$ cat src/hw/eic_pkg.sv
// Behaviour
// - Accepting any interrupt clears global enable; a return in the same cycle sets it instead.
// - Return instruction sets global enable again.
// - Taking vector clears the causing source flag.
// - Flags set and hold even when masked.
// - Pending requests wait, then served by priority.
// - Level request unlatched, active while pin low.
// - Status register not saved nor restored.
// - Request one needs mask bit 7, vector 002.
// - Request zero needs mask bit 6, vector 001.
// - Two sense bits select rise, fall, level.
// - Pin activity counts even when driven output.
// - Selected edge sets flag bit 7 or 6.
// - Writing one clears flag, zero does nothing.
// - Level sensing holds the pin flag cleared.
// - Mask and flag bits 5..0 read zero.
// - Vector executes at least four cycles after flag.
// - One main instruction runs after return first.
package eic_pkg;
   // ****************************************
   // Register map
   // ****************************************
   localparam logic [7:0] OFF_MASK = 8'h00;
   localparam logic [7:0] OFF_FLAG = 8'h04;
   localparam logic [7:0] OFF_CTRL = 8'h08;
   localparam logic [7:0] OFF_PSTAT = 8'h0C;
   localparam logic [7:0] OFF_ISTAT = 8'h10;
   localparam logic [7:0] OFF_ICLR = 8'h14;
   localparam logic [7:0] OFF_IEN = 8'h18;
   localparam int EXT_FIELD_LSB = 6;
   localparam int GIE_BIT = 7;
   localparam logic [1:0] MASK_RST = 2'h0;
   localparam logic [1:0] FLAG_RST = 2'h0;
   localparam logic [3:0] CTRL_RST = 4'h0;
   localparam logic GIE_RST = 1'b0;
   localparam logic [2:0] IRQ_RST = 3'h0;
   localparam logic PIN_IDLE = 1'b1;
   // ****************************************
   // Sense modes and vectors
   // ****************************************
   localparam logic [1:0] SENSE_LEVEL = 2'h0;
   localparam logic [1:0] SENSE_FALL = 2'h2;
   localparam logic [1:0] SENSE_RISE = 2'h3;
   localparam logic [11:0] VEC_ZERO = 12'h001;
   localparam logic [11:0] VEC_ONE = 12'h002;
   localparam int ENTRY_CYCLES = 4;
   typedef enum logic [1:0] {ST_IDLE, ST_ENTRY, ST_GAP} eic_state_e;
   typedef struct packed {
      logic psel;
      logic penable;
      logic pwrite;
      logic [7:0] paddr;
      logic [31:0] pwdata;
   } eic_apb_s;
   typedef struct packed {
      logic valid;
      logic [11:0] addr;
   } eic_vec_s;
endpackage

$ cat src/hw/eic_top.sv
`timescale 1ns/1ns
module eic_top #(
   parameter int ENTRY_CYCLES = eic_pkg::ENTRY_CYCLES
) (
   input wire logic clk_in,
   input wire logic rstn_in,
   input wire eic_pkg::eic_apb_s apb_in,
   output logic [31:0] prdata_out,
   output logic pready_out,
   output logic pslverr_out,
   input wire logic [1:0] ext_pin_in,
   input wire logic boundary_in,
   input wire logic return_from_irq_instr_in,
   input wire logic instr_done_in,
   output logic take_out,
   output eic_pkg::eic_vec_s vec_out,
   output logic gie_out,
   output logic irq_out
);
   if (ENTRY_CYCLES < 4 || ENTRY_CYCLES > 255) begin : g_chk
      $error("ENTRY_CYCLES must lie in 4..255");
   end

   // ****************************************
   // Bus decode
   // ****************************************
   logic setup_w, wr_w, mapped_w;
   logic [7:0] addr_w;
   logic [31:0] wd_w;
   logic [31:0] prdata_reg;
   logic [1:0] mask_reg, flag_reg, edge_w, level_w, lvl_w, req_w, w1c_w, clrv_w;
   logic [3:0] ctrl_reg;
   logic gie_reg, accept_w, fire_w, src_reg;
   logic [2:0] istat_reg, ien_reg, ev_w;
   logic [7:0] cnt_reg;
   eic_pkg::eic_state_e state_reg;
   eic_pkg::eic_vec_s vec_reg;
   logic take_reg;

   assign addr_w = apb_in.paddr;
   assign wd_w = apb_in.pwdata;
   assign setup_w = apb_in.psel && !apb_in.penable;
   assign wr_w = apb_in.psel && apb_in.penable && apb_in.pwrite && mapped_w;
   always_comb begin
      case (addr_w)
         eic_pkg::OFF_MASK, eic_pkg::OFF_FLAG, eic_pkg::OFF_CTRL, eic_pkg::OFF_PSTAT,
         eic_pkg::OFF_ISTAT, eic_pkg::OFF_ICLR, eic_pkg::OFF_IEN: mapped_w = 1'b1;
         default: mapped_w = 1'b0;
      endcase
   end
   assign pready_out = 1'b1;
   assign pslverr_out = apb_in.psel && apb_in.penable && !mapped_w;

   // Read data is captured in the setup cycle so the access phase needs no wait state.
   always_ff @(posedge clk_in or negedge rstn_in) begin
      if (!rstn_in) begin
         prdata_reg <= 32'h0;
      end else if (setup_w && !apb_in.pwrite) begin
         case (addr_w)
            eic_pkg::OFF_MASK: prdata_reg <= {24'h0, mask_reg, 6'h0};
            eic_pkg::OFF_FLAG: prdata_reg <= {24'h0, flag_reg, 6'h0};
            eic_pkg::OFF_CTRL: prdata_reg <= {28'h0, ctrl_reg};
            eic_pkg::OFF_PSTAT: prdata_reg <= {24'h0, gie_reg, 7'h0};
            eic_pkg::OFF_ISTAT: prdata_reg <= {29'h0, istat_reg};
            eic_pkg::OFF_IEN: prdata_reg <= {29'h0, ien_reg};
            default: prdata_reg <= 32'h0;
         endcase
      end
   end
   assign prdata_out = prdata_reg;

   always_ff @(posedge clk_in or negedge rstn_in) begin
      if (!rstn_in) begin
         mask_reg <= eic_pkg::MASK_RST;
         ctrl_reg <= eic_pkg::CTRL_RST;
         ien_reg <= eic_pkg::IRQ_RST;
      end else if (wr_w) begin
         if (addr_w == eic_pkg::OFF_MASK) begin
            mask_reg <= wd_w[eic_pkg::EXT_FIELD_LSB +: 2];
         end
         if (addr_w == eic_pkg::OFF_CTRL) begin
            ctrl_reg <= wd_w[3:0];
         end
         if (addr_w == eic_pkg::OFF_IEN) begin
            ien_reg <= wd_w[2:0];
         end
      end
   end

   // ****************************************
   // Pin sampling and sensing
   // ****************************************
   for (genvar g = 0; g < 2; g++) begin : g_pin
      logic [2:0] sh_reg;
      logic lvl_reg, prev_reg;
      logic [1:0] sense_w;
      assign sense_w = ctrl_reg[2*g +: 2];
      // The pad level is sampled whatever the pin direction is.
      always_ff @(posedge clk_in or negedge rstn_in) begin
         if (!rstn_in) begin
            sh_reg <= {3{eic_pkg::PIN_IDLE}};
            lvl_reg <= eic_pkg::PIN_IDLE;
            prev_reg <= eic_pkg::PIN_IDLE;
         end else begin
            sh_reg <= {sh_reg[1:0], ext_pin_in[g]};
            if (sh_reg[1] == sh_reg[2]) begin
               lvl_reg <= sh_reg[2];
            end
            prev_reg <= lvl_reg;
         end
      end
      assign lvl_w[g] = lvl_reg;
      assign edge_w[g] = (sense_w == eic_pkg::SENSE_RISE && lvl_reg && !prev_reg) ||
                         (sense_w == eic_pkg::SENSE_FALL && !lvl_reg && prev_reg);
      assign level_w[g] = (sense_w == eic_pkg::SENSE_LEVEL) && !lvl_w[g];
      assign w1c_w[g] = wr_w && addr_w == eic_pkg::OFF_FLAG &&
                        wd_w[eic_pkg::EXT_FIELD_LSB + g];
      assign clrv_w[g] = fire_w && (src_reg == 1'(g));

      // A new edge wins over a clear in the same cycle so no event is lost.
      always_ff @(posedge clk_in or negedge rstn_in) begin
         if (!rstn_in) begin
            flag_reg[g] <= eic_pkg::FLAG_RST[g];
         end else if (sense_w == eic_pkg::SENSE_LEVEL) begin
            flag_reg[g] <= 1'b0;
         end else if (edge_w[g]) begin
            flag_reg[g] <= 1'b1;
         end else if (clrv_w[g] || w1c_w[g]) begin
            flag_reg[g] <= 1'b0;
         end
      end
      assign req_w[g] = mask_reg[g] && (flag_reg[g] || level_w[g]);
   end

   // ****************************************
   // Entry sequencer
   // ****************************************
   assign accept_w = state_reg == eic_pkg::ST_IDLE && gie_reg && (|req_w) &&
                     boundary_in;
   assign fire_w = state_reg == eic_pkg::ST_ENTRY && cnt_reg == 8'h0;

   always_ff @(posedge clk_in or negedge rstn_in) begin
      if (!rstn_in) begin
         state_reg <= eic_pkg::ST_IDLE;
         cnt_reg <= 8'h0;
         src_reg <= 1'b0;
      end else begin
         case (state_reg)
            eic_pkg::ST_IDLE: begin
               if (accept_w) begin
                  state_reg <= eic_pkg::ST_ENTRY;
                  cnt_reg <= 8'(ENTRY_CYCLES - 2);
                  src_reg <= !req_w[0];
               end else if (return_from_irq_instr_in) begin
                  state_reg <= eic_pkg::ST_GAP;
               end
            end
            eic_pkg::ST_ENTRY: begin
               if (cnt_reg == 8'h0) begin
                  state_reg <= eic_pkg::ST_IDLE;
               end else begin
                  cnt_reg <= cnt_reg - 8'h1;
               end
            end
            eic_pkg::ST_GAP: begin
               if (instr_done_in) begin
                  state_reg <= eic_pkg::ST_IDLE;
               end
            end
            default: state_reg <= eic_pkg::ST_IDLE;
         endcase
      end
   end

   // Only the program counter is pushed by the core; the status byte is left to software.
   always_ff @(posedge clk_in or negedge rstn_in) begin
      if (!rstn_in) begin
         vec_reg <= '0;
         take_reg <= 1'b0;
      end else begin
         take_reg <= accept_w;
         vec_reg.valid <= fire_w;
         if (fire_w) begin
            vec_reg.addr <= src_reg ? eic_pkg::VEC_ONE : eic_pkg::VEC_ZERO;
         end
      end
   end
   assign vec_out = vec_reg;
   assign take_out = take_reg;

   always_ff @(posedge clk_in or negedge rstn_in) begin
      if (!rstn_in) begin
         gie_reg <= eic_pkg::GIE_RST;
      end else if (return_from_irq_instr_in) begin
         gie_reg <= 1'b1;
      end else if (accept_w) begin
         gie_reg <= 1'b0;
      end else if (wr_w && addr_w == eic_pkg::OFF_PSTAT) begin
         gie_reg <= wd_w[eic_pkg::GIE_BIT];
      end
   end
   assign gie_out = gie_reg;

   // ****************************************
   // Interrupt status
   // ****************************************
   assign ev_w = {fire_w, edge_w};
   always_ff @(posedge clk_in or negedge rstn_in) begin
      if (!rstn_in) begin
         istat_reg <= eic_pkg::IRQ_RST;
      end else if (wr_w && addr_w == eic_pkg::OFF_ICLR) begin
         istat_reg <= (istat_reg & ~wd_w[2:0]) | ev_w;
      end else begin
         istat_reg <= istat_reg | ev_w;
      end
   end
   assign irq_out = |(istat_reg & ien_reg);
endmodule

$ cat config.mk
export PLATFORM = sky130hd
export DESIGN_NAME = eic_top
export DESIGN_NICKNAME = d
export VERILOG_FILES = /design/src/hw/eic_pkg.sv /design/src/hw/eic_top.sv
export SDC_FILE = /design/constraint.sdc
export NUM_CORES = 1
export LEC_CHECK = 0
export BUFFER_PORTS_ARGS = -buffer_cell sky130_fd_sc_hd__buf_2
export CAP_MARGIN = 20
export CELL_PAD_IN_SITES_DETAIL_PLACEMENT = 2
export CELL_PAD_IN_SITES_GLOBAL_PLACEMENT = 2
export CORE_ASPECT_RATIO = 0.6
export CORE_MARGIN = 1
export CORE_UTILIZATION = 31
export DETAILED_ROUTE_END_ITERATION = 16
export PLACE_DENSITY_LB_ADDON = 0.1
export SLEW_MARGIN = 0
export SYNTH_ARGS = -nofsm -noshare
export SYNTH_HDL_FRONTEND = slang
export SYNTH_SLANG_ARGS = --single-unit
$ cat constraint.sdc
create_clock -name clk_in -period 4.4 [get_ports clk_in]
set_input_delay 0.88 -clock clk_in [delete_from_list [all_inputs] [get_ports clk_in]]
set_output_delay 0.88 -clock clk_in [all_outputs]
set_load 0.005 [all_outputs]
==> metrics.txt <==
Max Slew Vio Count=0; number of flops mapped to enable cells by yosys=0; Worst slew margin=roughly 62%; share of the cycle needed by the critical path after routing=74.7%; register-to-register path setup slack=2070 ps; deepest clock path buffer count=2; setup repair after global routing missed its margin=no; critical path endpoint category=output port; core area=0.00739 sq mm; via count of the first global-routing pass=~1.8k; final hold violation count=0; Static Leakage=approximately 1.3 nW; Post-CTS Setup Repair Bufs=0; arrival time reported for the critical path endpoint=approximately 2400 ps; Largest register FFs=8; pwr dens=385 mW/mm^2; Max FO, Critical Path=8; Via Count=1710; number of distinct library cell variants in the gate-level netlist after synthesis=46; PostCTS Resize Cnt=0; number of max-cap violations=0; per-instance average area after synthesis=about 11 sq um; iteration count of the initial detailed-routing pass=4; upper clock frequency limit=0.304 GHz; Clock Sink Count=46; post-route DRC violation count=0; IO Pins=100; port bufs=36; GPL Wtd Cong=slightly below 0.8; TritonCTS clock tree=yes; run status=complete, no violations; share of synthesized registers carrying an async set or reset=100%; Startpoint Class=input port; number of flip-flops and latches in the synthesized netlist=46; yosys warns=0; slew of the pin with the lowest slew margin=about 560 ps; antenna-violating nets left=0; worst skew pair latency=290 ps; number of antenna violations at the first check in global routing=0; sum of routed wire length over all layers=6.20 mm; total cell area at the placement stage=0.00255 sq mm; clock root buffer=clkbuf_16; clock-pin transition on the worst setup and hold timing paths=60 ps; diodes inserted=0; Area growth, synth to finish=14.3%; Initial Util=32.7%; Final Skew=approximately 3.4 ps; class of the most critical setup path=in -> out; data required time of the critical path=3520 ps; summed instance area of the synthesized netlist=0.00241 sq mm; drt wl/cell=16.8 um; die outline width=116 um; maximum number of pins on one net before global-route repair=29; First DRT Iteration DRCs=between 50 and 60; final critical path time including I/O delays and setup=3290 ps; GRT Util Overall=16.9%; ratio of cells with drive above 1 in the final layout=28.6%; sequential cell area fraction in the yosys report=48.2%; type of the most critical hold path=reg -> reg; global-route wire length before repair=10.1 mm; final HPWL from detailed placement=4.65 mm; overflow left after global routing=0; dominant register cell in the synthesized netlist=dfrtp_1; cell row count=24; fin nets=317; die area=0.00815 sq mm; H-tree depth reported by CTS=2; hold buffer count at cts=0; Total Negative Setup Slacks=0 ps; cell count after synthesis=229; total clock buffers created by CTS=5; IR Drop Worst-Case VDD=0.145 mV; Final Cell Area=0.00276 sq mm; Final setup violation count=0; Die Ht=70.3 um; number of vias per cell after detailed routing=4.62
## cells by family (layout without fill, tap and decap cells)
logic type               Yosys count  after routing  synth area share (%)
AO/OA/AOI/OAI                     37             37                  10.9
multiplexers                      16             16                  7.31
AND/OR/NAND/NOR                   66             66                  15.7
buffers and inverters             55             57                  14.6
flip-flops                        46             46                  48.2
XOR/XNOR                           3              3                  1.09
adder cells (fa/ha/maj)            4              4                  1.87
other                              2             37                 0.311
## metrics by stage
step | hold slack [ps] | worst slack [ps] | utilization [%] | cells | power [W]
2_1_floorplan | 345 | 1330 | - | 264 | 0.000547
3_3_place_gp | 346 | 1110 | 34.5 | 361 | 0.000563
3_5_place_dp | 347 | 1120 | 34.5 | 361 | 0.000568
4_1_cts | 356 | 1120 | 37.2 | 369 | 0.00108
5_1_grt | 360 | 1060 | 37.3 | 370 | 0.00111
6_report | 355 | 1110 | 37.3 | 370 | 0.00106
## per-layer routing
metal  GRT usage [%]  vias up  routed length [um]
li1                -      810                   -
met1            26.5      851                3390
met2            22.9       44                2520
met3            3.91        5                 257
met4            3.85        0                  38
met5               0        -                   0
## placed cells by master (no fill, tap or decap), drive strengths merged, types with 2 or more instances in the layout
master,count
clkbuf,6
or4b,2
nand3,3
and4,2
a21oi,4
o21ai,10
o21bai,2
nand2,16
nor3b,2
dfrtp,36
ha,2
dfstp,10
conb,37
xor2,2
nand3b,2
maj3,2
nand2b,2
o41ai,9
or2,2
mux2,13
nor2,15
a22oi,4
o221ai,2
nor4,2
or3,3
bufinv,2
and3,2
inv,11
mux2i,3
nor3,7
nor4b,2
buf,38
## final timing paths
check	startpoint	depth (start not counted)	end
setup / recovery	apb_in[39]	6	pslverr_out
hold / removal	g_pin[1].sh_reg[0]	0	g_pin[1].sh_reg[1]
setup reg to reg	cnt_reg[0]	6	flag_reg[1]
hold reg to reg	g_pin[1].sh_reg[0]	0	g_pin[1].sh_reg[1]
max in group asynchronous	rstn_in	2	g_pin[1].sh_reg[1]
min in group asynchronous	rstn_in	1	vec_out[12]
## worst max-delay path, cell delays in order
cell,delay [ps]
buf_2,90
or4_4,540
or2_2,400
o21bai_1,190
and3_1,180
buf_2,120
## synth_stat cells, drive strengths merged (3+ instances only)
| cell type | n | area [sq um] |
|---|---|---|
| buf | 38 | 289 |
| dfrtp | 36 | 901 |
| nand2 | 16 | 60.1 |
| nor2 | 15 | 63.8 |
| mux2 | 13 | 146 |
| inv | 11 | 41.3 |
| dfstp | 10 | 263 |
| o21ai | 10 | 50.1 |
| o41ai | 9 | 78.8 |
| nor3 | 7 | 46.3 |
| clkbuf | 6 | 22.5 |
| a21oi | 4 | 20.0 |
| a22oi | 4 | 30.0 |
| mux2i | 3 | 30.0 |
| nand3 | 3 | 15.0 |
| or3 | 3 | 18.8 |
## power by group
| part | leakage [nW] | switching (W) | internal (W) |
|---|---|---|---|
| clock | 0.0971 | 0.000160 | 0.000341 |
| sequential | 0.546 | 0.0000248 | 0.000449 |
| combinational | 0.625 | 0.0000529 | 0.0000333 |
| total | 1.27 | 0.000238 | 0.000823 |
## cell type report
| class | count | area, sq um |
|---|---|---|
| clock buffers | 6 | 139 |
| clock inverters | 2 | 60.1 |
| fillers | 829 | 4630 |
| inverters | 11 | 41.3 |
| multi-input cells | 163 | 1030 |
| flip-flops and latches | 46 | 1160 |
| well taps | 104 | 130 |
| repair buffers | 38 | 195 |
Power figures use the tool's default switching activity.
